--- config.mk ---
export PLATFORM = sky130hd
export DESIGN_NAME = ethfb_device_flat
export DESIGN_NICKNAME = d
export VERILOG_FILES = /design/src/rtl/ethfb_pkg.sv /design/src/rtl/ethfb_link_if.sv /design/src/rtl/ethfb_device.sv /design/src/flat_wrapper.sv
export SDC_FILE = /design/constraint.sdc
export NUM_CORES = 1
export LEC_CHECK = 0
export BUFFER_PORTS_ARGS = -buffer_cell sky130_fd_sc_hd__buf_2
export CELL_PAD_IN_SITES_DETAIL_PLACEMENT = 1
export CELL_PAD_IN_SITES_GLOBAL_PLACEMENT = 1
export CORE_MARGIN = 2
export CORE_UTILIZATION = 46
export DETAILED_ROUTE_END_ITERATION = 10
export PLACE_DENSITY_LB_ADDON = 0.25
export SYNTH_ARGS = -nofsm -noshare
export SYNTH_HDL_FRONTEND = slang
export SYNTH_SLANG_ARGS = --single-unit
--- constraint.sdc ---
create_clock -name clk_sys -period 8 [get_ports clk_sys]
set_clock_uncertainty 0.15 [all_clocks]
set_input_delay 0.8 -clock clk_sys [delete_from_list [all_inputs] [get_ports clk_sys]]
set_output_delay 0.8 -clock clk_sys [all_outputs]
set_load 0.1 [all_outputs]
--- src/rtl/ethfb_pkg.sv ---
// Shared constants, field layouts and state types for the frame-buffer link
package ethfb_pkg;
    localparam int WORD_W = 32;
    localparam int WCNT_W = 13;
    localparam int LEN_W = 15;
    localparam int RXCNT_W = 16;
    // Transmit header word 0 layout
    localparam int HDR_WORDS_LSB = 0;
    localparam int HDR_EOB_LSB = 13;
    localparam int HDR_PORT0_BIT = 16;
    localparam int HDR_PORT1_BIT = 17;
    localparam int HDR_FORCE_BIT = 18;
    localparam int HDR_STAMP_BIT = 19;
    localparam logic [31:0] HDR0_MASK = 32'h000F7FFF;
    // Last-word valid byte codes
    localparam logic [1:0] EOB_1B = 2'h0;
    localparam logic [1:0] EOB_2B = 2'h1;
    localparam logic [1:0] EOB_3B = 2'h2;
    localparam logic [1:0] EOB_4B = 2'h3;
    // Length formula terms
    localparam logic [14:0] PAD_ACCEL_ON = 15'h0002;
    localparam logic [14:0] PAD_ACCEL_OFF = 15'h0000;
    localparam logic [14:0] LEN_ADJ = 15'h0003;
    localparam logic [15:0] RX_ACCEL_PAD = 16'h0002;
    localparam logic [15:0] RX_WORD_BYTES = 16'h0004;
    // IPv6 next-header codes
    localparam logic [7:0] PROTO_TCP = 8'h06;
    localparam logic [7:0] PROTO_UDP = 8'h11;
    localparam logic [7:0] PROTO_HOPBYHOP = 8'h00;
    localparam logic [7:0] PROTO_DSTOPT = 8'h3C;
    localparam logic [7:0] PROTO_FRAG = 8'h2C;
    localparam logic [7:0] PROTO_ROUTING = 8'h2B;
    localparam logic [7:0] PROTO_NONEXT = 8'h3B;
    localparam logic [7:0] PROTO_ESP = 8'h32;
    localparam logic [7:0] PROTO_AH = 8'h33;
    // Receive information word 1 bits
    localparam int INF_IPERR_BIT = 0;
    localparam int INF_L4ERR_BIT = 1;
    localparam int INF_V6ERR_BIT = 2;
    localparam int INF_UNLIST_BIT = 3;
    localparam int INF_ISIP_BIT = 4;
    localparam int INF_FILT_BIT = 5;
    localparam int INF_PPPOE_BIT = 6;
    localparam int INF_VLAN_BIT = 7;
    localparam int INF_OVF_BIT = 8;
    // Controller register offsets and bits
    localparam logic [7:0] ADDR_CTRL = 8'h00;
    localparam logic [7:0] ADDR_TXCFG = 8'h04;
    localparam logic [7:0] ADDR_TXDATA = 8'h08;
    localparam logic [7:0] ADDR_RXDATA = 8'h0C;
    localparam logic [7:0] ADDR_STAT = 8'h10;
    localparam int CTRL_ACCEL_BIT = 0;
    localparam int CTRL_MTAG_BIT = 1;
    localparam logic [1:0] CTRL_RESET = 2'h0;

    typedef enum logic [1:0] {T_HDR0, T_HDR1, T_BODY} dev_tx_state_t;
    typedef enum logic [1:0] {R_DATA, R_PAD, R_INF0, R_INF1} dev_rx_state_t;
    typedef enum logic [1:0] {H_IDLE, H_HDR1, H_BODY} host_tx_state_t;

    function automatic logic [14:0] pad_size(input logic accel);
        pad_size = accel ? PAD_ACCEL_ON : PAD_ACCEL_OFF;
    endfunction : pad_size

    function automatic logic [14:0] frame_bytes(input logic [12:0] words, input logic [1:0] eob);
        frame_bytes = {words - 13'h0001, 2'b00} + {13'h0000, eob} + 15'h0001;
    endfunction : frame_bytes
endpackage : ethfb_pkg

--- src/rtl/ethfb_link_if.sv ---
// Word link between the buffer controller and the MAC buffer engine
`timescale 1ns/1ps
`default_nettype none
interface ethfb_link_if;
    logic [31:0] tx_data;
    logic tx_valid;
    logic tx_ready;
    logic tx_last;
    logic [31:0] rx_data;
    logic rx_valid;
    logic rx_ready;
    logic rx_last;
    logic accel_en;
    logic mtag_en;
    modport host_mp(output tx_data, tx_valid, tx_last, rx_ready, accel_en, mtag_en,
                    input tx_ready, rx_data, rx_valid, rx_last);
    modport dev_mp(input tx_data, tx_valid, tx_last, rx_ready, accel_en, mtag_en,
                   output tx_ready, rx_data, rx_valid, rx_last);
endinterface : ethfb_link_if
`default_nettype wire

--- src/rtl/ethfb_device.sv ---
// MAC buffer engine: transmit header parsing and receive frame information
//
// The Wishbone slave port and the address map are this design's own decisions.
`timescale 1ns/1ps
`default_nettype none
module ethfb_device
    import ethfb_pkg::*;
(
    input wire logic clk_sys,
    input wire logic rst,
    ethfb_link_if.dev_mp lnk,
    output logic [31:0] line_tx_data,
    output logic line_tx_valid,
    output logic line_tx_last,
    output logic [1:0] tx_last_word_valid_bytes,
    output logic [1:0] line_tx_port_sel,
    output logic line_tx_force,
    output logic line_tx_stamp,
    output logic line_tx_accel,
    output logic line_tx_len_error,
    input wire logic line_tx_ready,
    output logic tx_dma_done,
    output logic tx_line_done,
    input wire logic line_rx_valid,
    output logic line_rx_ready,
    input wire logic [31:0] line_rx_data,
    input wire logic line_rx_last,
    input wire logic [1:0] line_rx_last_bytes,
    input wire logic line_rx_fifo_ovf,
    input wire logic line_rx_ipv6,
    input wire logic [7:0] line_rx_ext_proto,
    input wire logic line_rx_ext_len_bad,
    input wire logic line_rx_ip_err,
    input wire logic line_rx_l4_err,
    input wire logic line_rx_is_ip,
    input wire logic line_rx_filter_hit,
    input wire logic line_rx_pppoe,
    input wire logic line_rx_vlan,
    input wire logic line_rx_l4_frame,
    input wire logic [15:0] line_rx_l4_sum,
    output logic rx_frame_done
);
    // Transmit side
    dev_tx_state_t tst_r;
    logic [31:0] hdr0_r;
    logic [12:0] left_r;
    logic [31:0] otd_r;
    logic otv_r;
    logic otl_r;
    logic [1:0] eob_r;
    logic [1:0] port_r;
    logic force_r;
    logic stamp_r;
    logic accel_r;
    logic lenerr_r;
    logic dma_r;
    logic done_r;

    wire tx_take = lnk.tx_valid && lnk.tx_ready;
    wire ltx_pop = otv_r && line_tx_ready;
    wire body_last = left_r == 13'h0001;
    wire [12:0] hdr_words = hdr0_r[HDR_WORDS_LSB +: WCNT_W];
    wire [1:0] hdr_eob = hdr0_r[HDR_EOB_LSB +: 2];
    wire [14:0] want_len = frame_bytes(hdr_words, hdr_eob) - pad_size(lnk.accel_en) + LEN_ADJ;
    wire opt_on = lnk.mtag_en;
    wire hdr_force = hdr0_r[HDR_FORCE_BIT] && opt_on;

    assign lnk.tx_ready = tst_r != T_BODY || !otv_r || line_tx_ready;
    assign line_tx_data = otd_r;
    assign line_tx_valid = otv_r;
    assign line_tx_last = otl_r;
    assign tx_last_word_valid_bytes = eob_r;
    assign line_tx_port_sel = port_r;
    assign line_tx_force = force_r;
    assign line_tx_stamp = stamp_r;
    assign line_tx_accel = accel_r;
    assign line_tx_len_error = lenerr_r;
    assign tx_dma_done = dma_r;
    assign tx_line_done = done_r;

    always_ff @(posedge clk_sys or posedge rst) begin
        if (rst) begin
            tst_r <= T_HDR0;
            hdr0_r <= 32'h0;
            left_r <= 13'h0;
            eob_r <= EOB_1B;
            port_r <= 2'h0;
            force_r <= 1'b0;
            stamp_r <= 1'b0;
            accel_r <= 1'b0;
            lenerr_r <= 1'b0;
        end else if (tx_take) begin
            unique case (tst_r)
                T_HDR0: begin
                    hdr0_r <= lnk.tx_data;
                    tst_r <= T_HDR1;
                end
                T_HDR1: begin
                    left_r <= hdr_words;
                    eob_r <= hdr_eob;
                    force_r <= hdr_force;
                    port_r <= hdr_force ? {hdr0_r[HDR_PORT1_BIT], hdr0_r[HDR_PORT0_BIT]} : 2'h0;
                    stamp_r <= hdr0_r[HDR_STAMP_BIT] && opt_on;
                    accel_r <= lnk.accel_en;
                    lenerr_r <= lnk.tx_data[LEN_W-1:0] != want_len;
                    tst_r <= T_BODY;
                end
                T_BODY: begin
                    left_r <= left_r - 13'h0001;
                    if (body_last) begin
                        tst_r <= T_HDR0;
                    end
                end
            endcase
        end
    end

    always_ff @(posedge clk_sys or posedge rst) begin
        if (rst) begin
            otd_r <= 32'h0;
            otv_r <= 1'b0;
            otl_r <= 1'b0;
            dma_r <= 1'b0;
            done_r <= 1'b0;
        end else begin
            dma_r <= tx_take && tst_r == T_BODY && body_last;
            done_r <= ltx_pop && otl_r;
            if (tx_take && tst_r == T_BODY) begin
                otd_r <= lnk.tx_data;
                otv_r <= 1'b1;
                otl_r <= body_last;
            end else if (ltx_pop) begin
                otv_r <= 1'b0;
            end
        end
    end

    // Receive side: two-entry buffer toward the controller
    dev_rx_state_t rst_r;
    logic [32:0] mem_r [2];
    logic wp_r;
    logic rp_r;
    logic [1:0] cnt_r;
    logic odd_r;
    logic ovf_r;
    logic [15:0] bytes_r;
    logic [8:0] flags_r;
    logic fin_r;

    wire full = cnt_r == 2'h2;
    wire pop = lnk.rx_valid && lnk.rx_ready;
    wire take = line_rx_valid && line_rx_ready;
    wire ext_len_type = line_rx_ext_proto == PROTO_HOPBYHOP || line_rx_ext_proto == PROTO_ROUTING ||
                        line_rx_ext_proto == PROTO_DSTOPT;
    wire listed = ext_len_type || line_rx_ext_proto == PROTO_TCP || line_rx_ext_proto == PROTO_UDP ||
                  line_rx_ext_proto == PROTO_FRAG || line_rx_ext_proto == PROTO_NONEXT ||
                  line_rx_ext_proto == PROTO_ESP || line_rx_ext_proto == PROTO_AH;
    wire acc = lnk.accel_en;
    wire v6err = line_rx_ipv6 && ext_len_type && line_rx_ext_len_bad;
    wire unlisted_protocol_flag = line_rx_ipv6 && !listed;
    wire [7:0] parse_flags = {line_rx_vlan, line_rx_pppoe, line_rx_filter_hit, line_rx_is_ip,
                              unlisted_protocol_flag, v6err, line_rx_l4_err, line_rx_ip_err};
    wire ovf_now = ovf_r || line_rx_fifo_ovf || (take && full);
    wire [15:0] last_bytes = bytes_r + {14'h0, line_rx_last_bytes} + 16'h0001 +
                             (acc ? RX_ACCEL_PAD : 16'h0000);
    wire fcs_swap = line_rx_last && acc && line_rx_l4_frame;
    wire [31:0] in_word = fcs_swap ? {16'h0000, line_rx_l4_sum} : line_rx_data;
    wire push = rst_r == R_DATA ? take && !full : !full;
    wire [32:0] push_word = rst_r == R_DATA ? {1'b0, in_word} :
                            rst_r == R_PAD ? 33'h000000000 :
                            rst_r == R_INF0 ? {17'h00000, bytes_r} :
                            {1'b1, 23'h000000, flags_r};
    wire odd_nxt = odd_r ^ push;

    assign line_rx_ready = rst_r == R_DATA;
    assign lnk.rx_valid = cnt_r != 2'h0;
    assign lnk.rx_data = mem_r[rp_r][31:0];
    assign lnk.rx_last = mem_r[rp_r][32];
    assign rx_frame_done = fin_r;

    always_ff @(posedge clk_sys or posedge rst) begin
        if (rst) begin
            mem_r[0] <= 33'h000000000;
            mem_r[1] <= 33'h000000000;
            wp_r <= 1'b0;
            rp_r <= 1'b0;
            cnt_r <= 2'h0;
        end else begin
            if (push) begin
                mem_r[wp_r] <= push_word;
                wp_r <= ~wp_r;
            end
            if (pop) begin
                rp_r <= ~rp_r;
            end
            cnt_r <= cnt_r + {1'b0, push} - {1'b0, pop};
        end
    end

    always_ff @(posedge clk_sys or posedge rst) begin
        if (rst) begin
            rst_r <= R_DATA;
            odd_r <= 1'b0;
            ovf_r <= 1'b0;
            bytes_r <= 16'h0;
            flags_r <= 9'h0;
            fin_r <= 1'b0;
        end else begin
            fin_r <= rst_r == R_INF1 && push;
            unique case (rst_r)
                R_DATA: begin
                    ovf_r <= ovf_now;
                    odd_r <= odd_nxt;
                    if (take && line_rx_last) begin
                        bytes_r <= last_bytes;
                        flags_r <= {ovf_now, acc ? parse_flags : 8'h00};
                        rst_r <= odd_nxt ? R_PAD : R_INF0;
                    end else if (take) begin
                        bytes_r <= bytes_r + RX_WORD_BYTES;
                    end
                end
                R_PAD: begin
                    if (push) begin
                        rst_r <= R_INF0;
                    end
                end
                R_INF0: begin
                    if (push) begin
                        rst_r <= R_INF1;
                    end
                end
                R_INF1: begin
                    if (push) begin
                        rst_r <= R_DATA;
                        odd_r <= 1'b0;
                        ovf_r <= 1'b0;
                        bytes_r <= 16'h0;
                    end
                end
            endcase
        end
    end
endmodule : ethfb_device
`default_nettype wire

--- src/flat_wrapper.sv ---
// flat-port wrapper written by rule: the top's interface ports become plain ports
module ethfb_device_flat import ethfb_pkg::*;
  (clk_sys, rst, line_tx_data, line_tx_valid, line_tx_last, tx_last_word_valid_bytes, line_tx_port_sel, line_tx_force, line_tx_stamp, line_tx_accel, line_tx_len_error, line_tx_ready, tx_dma_done, tx_line_done, line_rx_valid, line_rx_ready, line_rx_data, line_rx_last, line_rx_last_bytes, line_rx_fifo_ovf, line_rx_ipv6, line_rx_ext_proto, line_rx_ext_len_bad, line_rx_ip_err, line_rx_l4_err, line_rx_is_ip, line_rx_filter_hit, line_rx_pppoe, line_rx_vlan, line_rx_l4_frame, line_rx_l4_sum, rx_frame_done, lnk_tx_data, lnk_tx_valid, lnk_tx_last, lnk_rx_ready, lnk_accel_en, lnk_mtag_en, lnk_tx_ready, lnk_rx_data, lnk_rx_valid, lnk_rx_last);
  ethfb_link_if lnk_i ();
  input wire logic clk_sys;
  input wire logic rst;
  output logic [31:0] line_tx_data;
  output logic line_tx_valid;
  output logic line_tx_last;
  output logic [1:0] tx_last_word_valid_bytes;
  output logic [1:0] line_tx_port_sel;
  output logic line_tx_force;
  output logic line_tx_stamp;
  output logic line_tx_accel;
  output logic line_tx_len_error;
  input wire logic line_tx_ready;
  output logic tx_dma_done;
  output logic tx_line_done;
  input wire logic line_rx_valid;
  output logic line_rx_ready;
  input wire logic [31:0] line_rx_data;
  input wire logic line_rx_last;
  input wire logic [1:0] line_rx_last_bytes;
  input wire logic line_rx_fifo_ovf;
  input wire logic line_rx_ipv6;
  input wire logic [7:0] line_rx_ext_proto;
  input wire logic line_rx_ext_len_bad;
  input wire logic line_rx_ip_err;
  input wire logic line_rx_l4_err;
  input wire logic line_rx_is_ip;
  input wire logic line_rx_filter_hit;
  input wire logic line_rx_pppoe;
  input wire logic line_rx_vlan;
  input wire logic line_rx_l4_frame;
  input wire logic [15:0] line_rx_l4_sum;
  output logic rx_frame_done;
  input wire logic [$bits(lnk_i.tx_data)-1:0] lnk_tx_data;
  input wire logic [$bits(lnk_i.tx_valid)-1:0] lnk_tx_valid;
  input wire logic [$bits(lnk_i.tx_last)-1:0] lnk_tx_last;
  input wire logic [$bits(lnk_i.rx_ready)-1:0] lnk_rx_ready;
  input wire logic [$bits(lnk_i.accel_en)-1:0] lnk_accel_en;
  input wire logic [$bits(lnk_i.mtag_en)-1:0] lnk_mtag_en;
  output wire logic [$bits(lnk_i.tx_ready)-1:0] lnk_tx_ready;
  output wire logic [$bits(lnk_i.rx_data)-1:0] lnk_rx_data;
  output wire logic [$bits(lnk_i.rx_valid)-1:0] lnk_rx_valid;
  output wire logic [$bits(lnk_i.rx_last)-1:0] lnk_rx_last;
  assign lnk_i.tx_data = lnk_tx_data;
  assign lnk_i.tx_valid = lnk_tx_valid;
  assign lnk_i.tx_last = lnk_tx_last;
  assign lnk_i.rx_ready = lnk_rx_ready;
  assign lnk_i.accel_en = lnk_accel_en;
  assign lnk_i.mtag_en = lnk_mtag_en;
  assign lnk_tx_ready = lnk_i.tx_ready;
  assign lnk_rx_data = lnk_i.rx_data;
  assign lnk_rx_valid = lnk_i.rx_valid;
  assign lnk_rx_last = lnk_i.rx_last;
  ethfb_device u_core (.clk_sys(clk_sys), .rst(rst), .lnk(lnk_i), .line_tx_data(line_tx_data), .line_tx_valid(line_tx_valid), .line_tx_last(line_tx_last), .tx_last_word_valid_bytes(tx_last_word_valid_bytes), .line_tx_port_sel(line_tx_port_sel), .line_tx_force(line_tx_force), .line_tx_stamp(line_tx_stamp), .line_tx_accel(line_tx_accel), .line_tx_len_error(line_tx_len_error), .line_tx_ready(line_tx_ready), .tx_dma_done(tx_dma_done), .tx_line_done(tx_line_done), .line_rx_valid(line_rx_valid), .line_rx_ready(line_rx_ready), .line_rx_data(line_rx_data), .line_rx_last(line_rx_last), .line_rx_last_bytes(line_rx_last_bytes), .line_rx_fifo_ovf(line_rx_fifo_ovf), .line_rx_ipv6(line_rx_ipv6), .line_rx_ext_proto(line_rx_ext_proto), .line_rx_ext_len_bad(line_rx_ext_len_bad), .line_rx_ip_err(line_rx_ip_err), .line_rx_l4_err(line_rx_l4_err), .line_rx_is_ip(line_rx_is_ip), .line_rx_filter_hit(line_rx_filter_hit), .line_rx_pppoe(line_rx_pppoe), .line_rx_vlan(line_rx_vlan), .line_rx_l4_frame(line_rx_l4_frame), .line_rx_l4_sum(line_rx_l4_sum), .rx_frame_done(rx_frame_done));
endmodule
==> results of run 1 <==
[area by class of cell]
| cell class | count | area share (%) |
|---|---|---|
| timing repair buffer | 196 | 8.98 |
| clock inverter | 13 | 1.23 |
| inverter | 37 | 1.29 |
| multi-input combinational | 677 | 41.5 |
| clock buffer | 19 | 3.89 |
| tap | 270 | 3.04 |
| sequential | 178 | 40.1 |
[routing by layer]
layer	vias to the layer above	GRT usage [%]	share of wire, %
met5	-	0	0
met3	30	5.34	3.9
li1	3634	-	-
met2	146	44.0	52
met1	3767	29.2	43
met4	0	6.26	1.3
[cell usage in the layout, fill, tap and decap left out, drive strengths merged, types with 3 or more instances in the layout]
cell    count
o22ai       8
clkinv      6
nor2       37
nand2     145
and4        3
and3        4
dfrtp     178
o21ai     105
nand4       5
xor2       20
a21oi      37
buf       196
mux2i       4
nor3b       9
fa          3
a21o        6
ha         30
nand2b      5
nand3      21
a31oi       3
nor3       16
a22oi      16
nor4        7
clkbuf     19
nor2b       6
xnor2      25
or3         7
o31ai       3
and2        5
mux2      115
inv        44
[state kept, by name, summed over array words and instances (netlist names), 9 cells and up]
register / count
u_core.line_tx_data: 32
u_core.hdr0_r: 19
u_core.left_r: 13
u_core.bytes_r: 16
u_core.flags_r: 9
u_core.mem_r: 66
[synth_stat cells, types with 2 or more instances]
| library cell | count | share of area [%] |
|---|---|---|
| nand3_1 | 21 | 1.1 |
| a32oi_1 | 2 | 0.19 |
| o211ai_1 | 2 | 0.16 |
| a21o_1 | 6 | 0.48 |
| o31ai_1 | 3 | 0.24 |
| mux2i_1 | 4 | 0.43 |
| inv_1 | 37 | 1.5 |
| nor2b_1 | 6 | 0.40 |
| xnor2_1 | 25 | 2.3 |
| clkbuf_1 | 42 | 1.7 |
| mux2_2 | 115 | 14 |
| dfrtp_1 | 178 | 48 |
| nor4b_1 | 2 | 0.19 |
| a211oi_1 | 2 | 0.16 |
| o21ai_0 | 104 | 5.6 |
| nor2_1 | 37 | 1.5 |
| or2_2 | 2 | 0.13 |
| xor2_1 | 20 | 1.9 |
| a311oi_1 | 2 | 0.19 |
| ha_1 | 30 | 4.0 |
| nand4_1 | 5 | 0.33 |
| a22oi_1 | 16 | 1.3 |
| and2_1 | 4 | 0.27 |
| nor3_1 | 16 | 0.85 |
| a21oi_1 | 37 | 2.0 |
| nand2_1 | 145 | 5.8 |
| or3_1 | 7 | 0.47 |
| and4_1 | 3 | 0.28 |
| fa_1 | 3 | 0.64 |
| o22ai_1 | 8 | 0.53 |
| a31oi_1 | 3 | 0.20 |
| nor4_1 | 7 | 0.47 |
| or4_1 | 2 | 0.16 |
| nand2b_1 | 5 | 0.33 |
| buf_1 | 4 | 0.16 |
| nor3b_1 | 9 | 0.72 |
| and3_1 | 4 | 0.27 |
[stage by stage]
step / setup WS (ns) / hold WS (ns) / cell area [um2]
4_1_cts: 3.38 / 0.335 / 11100
3_3_place_gp: 3.41 / 0.305 / 10500
6_report: 3.40 / 0.321 / 11100
2_1_floorplan: 2.22 / 0.289 / 9370
3_5_place_dp: 3.41 / 0.317 / 10500
5_1_grt: 3.07 / 0.350 / 11100
[worst max-delay path, stage by stage (launching register included)]
cell      delay (ns)
dfrtp_1         0.47
or4_1           0.60
nor4_1          0.45
nor3b_1         0.30
xor2_1          0.23
inv_1           0.06
ha_1            0.36
a21o_1          0.22
a222oi_1        0.31
nand3_1         0.12
a311o_1         0.27
or4b_1          0.51
nor4_1          0.26
a32oi_1         0.13
[how the worst max path moves through the flow]
stage                                start                        to
final                     u_core.hdr0_r[3]  u_core.line_tx_len_error
after CTS                 u_core.hdr0_r[2]  u_core.line_tx_len_error
after floorplan                        rst         u_core.bytes_r[0]
after global placement    u_core.hdr0_r[2]  u_core.line_tx_len_error
after detailed placement  u_core.hdr0_r[3]  u_core.line_tx_len_error
after global routing      u_core.hdr0_r[3]  u_core.line_tx_len_error
[logic make-up after synthesis]
family | synth area share [%]
AOI/OAI and AO/OA | 12.2
muxes | 14.2
xor gates and xnor gates | 4.20
adders and majority gates | 4.64
buffers and inverters | 3.32
and+or+nand+nor | 13.8
DFF | 47.5
==> metrics.md, run 1 <==
| Metric | Value |
|---|---|
| Launching element type of the critical path | flip-flop |
| Port Buffers | 189 |
| Yosys synthesis warning count | 0 |
| Max-slew violation total from the final report | 0 |
| DRC violation total after the first TritonRoute iteration | 266 |
| Internal reg-to-reg setup slack | 3.40 ns |
| Number of buffers inserted by post-CTS setup repair | 0 |
| Clock network latency to the later pin of the worst-skew pair | 0.44 ns |
| Antenna-violating nets left | 0 |
| Clock sink count | 178 |
| Dominant register cell in the synthesized netlist | dfrtp_1 |
| Antenna violations before repair | 0 |
| Maximum count of clock buffers along a single path | 2 |
| Worst EP arrival | 4.73 ns |
| Floorplan die width | 147 um |
| Number of global-route vias before repair | 8,176 |
| Count of standard-cell rows | 52 |
| CTS tree | built |
| Via-per-instance ratio | 5.45 |
| Sum of negative setup slack | 0 ns |
| Share of final-layout standard cells stronger than drive strength 1 | 31.1% |
| GRT overflow | 0 |
| Non-filler cells in the finished layout | 1,390 |
| Largest net degree at the start of global routing | 75 |
| Post-cts sizing count | 0 |
| Post-synthesis net count | 1,081 |
| Area of the multi-input gates | 0.00461 mm2 |
| End-of-flow core utilization | 55.3% |
| Yosys cell types | 57 |
| Highest Clock Rate | 0.217 GHz |
| All-layer global routing usage | 24.3% |
| Core Footprint | 0.0201 mm2 |
| RePlAce Congestion | 0.805 |
| Hold buffers post-CTS | 0 |
| Origin of the critical flop-to-flop path | u_core.hdr0_r[3] |
| Worst path required time | 8.13 ns |
| Final critical-path required period | 4.60 ns |
| CTS clk-pin slew, worst paths | 0.07 ns |
| Async set-or-reset flop fraction in the synthesized netlist | 100% |
| Diode count | 0 |
| Setup Viol. Count Final | 0 |
| Routed wire per std cell | 18.0 um |
| CP Max Fanout | 7 |
| Critical path type | reg2reg |
| Cell depth of the worst flop-to-flop path | 13 |
| Starting density of the core | 46.6% |
| Flip-flop and latch count after synthesis | 178 |
| Fillcell total | 2,330 |
| Boundary pin count | 191 |
| Transition at the pin with the smallest max-transition slack | 1.07 ns |
| TritonCTS Buffers | 17 |
| Buffer cell driving the clock tree root | clkbuf_16 |
| Sum of net half-perimeters after detailed placement | 17,800 um |
| Count of flip-flops with a built-in enable after synthesis | 0 |
| Number of maximum-capacitance constraint violations | 0 |
| Final Hold Fails | 0 |
| Worst setup EP type | flip-flop |
| Wire length of the first global-routing pass | 41,600 um |
| Number of placed instances with taps included | 1,358 |
| Die Y-Extent | 147 um |
| Run status | finished, final reports clean |
| DIE AREA | 0.0215 mm2 |
| Relative slew slack | 28.6% |
| Area of the mapped netlist | 0.00937 mm2 |
| Drt total wl | 25,000 um |
| Final routed DRC violation total | 0 |
| H-tree levels | 4 |
| Post-synthesis instance total | 938 |
| Tightest Hold Check Type | in2async |
| Length of the first detailed-routing pass in iterations | 4 |
| Per-instance average area after synthesis | 9.99 um2 |
| RSZ-0062 raised after global routing | false |
| Final critical-path share of the clock period | 57.5% |
| Final net count | 1,250 |
| Reg-to-reg endpoint | u_core.line_tx_len_error |
| Part of the Yosys area used for sequential elements | 47.5% |
| Area Growth Syn to Fin | 18.6% |
| Combined flip-flop and latch cell area | 0.00445 mm2 |
| Detailed-route via count | 7,577 |
Power of run 1 is left out: the tool's default activity adds up to more than one toggle a clock period on the data nets, which glitch-free logic cannot reach.
==> run 2, diff against run 1 <==
- CORE_UTILIZATION: 46 -> 38
- clock period: 8 -> 3.8 ns (I/O delays scaled with it)
==> metrics.md, run 2 (synthesis gave the netlist of run 1 again) <==
| Metric | Value |
|---|---|
| Run status | finished with violations |
| Failing checks | setup timing |
| Final net count | 1,285 (+2.8%) |
| Final routed DRC violation total | 0 (unchanged) |
| WHS | 0.00117 ns (-0.320 ns) |
| CTS clk-pin slew, worst paths | 0.08 ns (about the same) |
| Final critical-path share of the clock period | 109% (+52 points) |
| Wire length of the first global-routing pass | 42,200 um (+1.4%) |
| GRT overflow | 0 (unchanged) |
| Final Hold Fails | 0 (unchanged) |
| H-tree levels | 4 (unchanged) |
| Share of final-layout standard cells stronger than drive strength 1 | 34.5% (+3.4 points) |
| Boundary pin count | 191 (unchanged) |
| Detailed-route via count | 7,598 (+0.28%) |
| Setup Viol. Count Final | 1 (+1) |
| Post-route setup slack | -0.349 ns (-3.75 ns) |
| Cell depth of the worst flop-to-flop path | 14 (+1) |
| Relative slew slack | 25.2% (-3.5 points) |
| Origin of the critical flop-to-flop path | u_core.hdr0_r[4] |
| Final critical-path required period | 4.15 ns (-0.454 ns) |
| Area Growth Syn to Fin | 23.7% |
| End-of-flow core utilization | 47.8% (-7.5 points) |
| Diode count | 0 (unchanged) |
| DIE AREA | 0.0259 mm2 (+20%) |
| Die Y-Extent | 161 um (+9.8%) |
| Highest Clock Rate | 0.241 GHz (+11%) |
| Number of gates on the worst path with buffers counted | 14 (+1) |
| All-layer global routing usage | 20.4% (-3.9 points) |
| DRC violation total after the first TritonRoute iteration | 338 (+27%) |
| Crit path buffers/inverters | 1 (unchanged) |
| TritonCTS Buffers | 17 (unchanged) |
| CP max stage delay | 0.59 ns (about the same) |
| Starting density of the core | 38.7% (-8.0 points) |
| Worst path slowest cell | or4_4 |
| Worst setup EP type | flip-flop |
| Buffer cell driving the clock tree root | clkbuf_16 |
| Reg-to-reg endpoint | u_core.line_tx_len_error |
| Critical path origin | u_core.hdr0_r[4] |
| Clock sink count | 178 (unchanged) |
| Sum of net half-perimeters after detailed placement | 18,700 um (+4.6%) |
| Maximum count of clock buffers along a single path | 2 (unchanged) |
| Floorplan die width | 161 um (+9.8%) |
| Launching element type of the critical path | flip-flop |
| Port Buffers | 189 (unchanged) |
| Via-per-instance ratio | 5.14 (-5.8%) |
| CP Max Fanout | 3 (-4) |
| Largest net degree at the start of global routing | 179 (+140%) |
| Ordered cell list for the critical path | or4_4 -> nor2_4 -> nand2_2 -> or4_4 -> xnor2_4 -> inv_2 -> ha_4 -> xnor2_4 -> a222oi_1 -> nand3_1 -> a311o_1 -> or4b_4 -> nor4_4 -> a32oi_1 |
| Drt total wl | 25,800 um (+3.2%) |
| Count of standard-cell rows | 57 (+9.6%) |
| Tightest Hold Check Type | in2async |
| Antenna violations before repair | 0 (unchanged) |
| Reg with most FFs | u_core.mem_r |
| RSZ-0062 raised after global routing | true |
| Routed wire per std cell | 17.4 um (-3.0%) |
| Most frequent standard cell in the layout excluding fill and tap cells | buf_2 |
| Worst path required time | 3.96 ns (-4.17 ns) |
| Number of maximum-capacitance constraint violations | 0 (unchanged) |
| Clock network latency to the later pin of the worst-skew pair | 0.44 ns (about the same) |
| CTS tree | built |
| Number of global-route vias before repair | 8,224 (+0.59%) |
| Most used cells in the layout excluding fill and tap cells | buf_2, dfrtp_1, nand2_1 |
| Internal reg-to-reg setup slack | -0.35 ns (-3.75 ns) |
| Transition at the pin with the smallest max-transition slack | 1.12 ns (+0.0557 ns) |
| Length of the first detailed-routing pass in iterations | 4 (unchanged) |
| Worst EP arrival | 4.31 ns (-0.42 ns) |
| Number of flip-flops in the largest register | 66 (unchanged) |
| Max-slew violation total from the final report | 0 (unchanged) |
| Critical path type | reg2reg |
| RePlAce Congestion | 0.800 (-0.58%) |
| Core Footprint | 0.0242 mm2 (+21%) |
| Antenna-violating nets left | 0 (unchanged) |
| Top Family by Delay on Critical Path | simple AND/OR/NAND/NOR gates |
## run 2: metal layers
layer,share of wire (%),up-vias,global-route usage [%],wire length [um]
met5,0,-,0,0
met4,2.1,0,6.33,541
met3,3.1,36,3.65,795
met2,50,144,36.1,13000
met1,44,3719,25.4,11500
li1,-,3699,-,-
## run 2: worst reg2reg max path, cell delays in order (launching register included)
cell and delay [ns]:
dfrtp_1 0.38, or4_4 0.59, nor2_4 0.12, nand2_2 0.07, or4_4 0.46, xnor2_4 0.22
inv_2 0.07, ha_4 0.24, xnor2_4 0.13, a222oi_1 0.34, nand3_1 0.14, a311o_1 0.28
or4b_4 0.55, nor4_4 0.16, a32oi_1 0.12
## run 2: cell type report
class	instances	area (um2)
Fill cell	2824	12700
Sequential cell	178	4450
Inverter	37	143
Clock inverter	15	140
Timing Repair Buffer	231	1290
Clock buffer	17	425
Multi-Input combinational cell	677	4740
Tap cell	324	405
## run 2: metrics by stage
step           std cells  area [um2]  setup TNS (ns)  setup slack, ns
6_report            1479       11600          -0.349           -0.349
5_1_grt             1479       11600          -0.483           -0.483
4_1_cts             1478       11600          -0.305           -0.305
3_5_place_dp        1445       10900          -0.417           -0.417
3_3_place_gp        1445       10900          -0.276           -0.276
2_1_floorplan        938        9390          -0.158           -0.158
## run 2: timing repair
item / CTS / global route
pin swaps: 5 / 4
hold buffers: 1 / 0
gates resized for setup: 13 / 3
endpoints found under the setup margin: 1 / 1
endpoints found under the hold margin: 1 / 0
buffers inserted: 0 / 1
## run 2: worst max-delay path by stage
stage | endpoint | slack [ns]
6_report | u_core.line_tx_len_error | -0.35
2_1_floorplan | u_core.line_tx_len_error | -0.16
3_5_place_dp | u_core.line_tx_len_error | -0.42
3_3_place_gp | u_core.line_tx_len_error | -0.28
4_1_cts | u_core.line_tx_len_error | -0.30
5_1_grt | u_core.line_tx_len_error | -0.48
Power of run 2 is left out for the same reason.
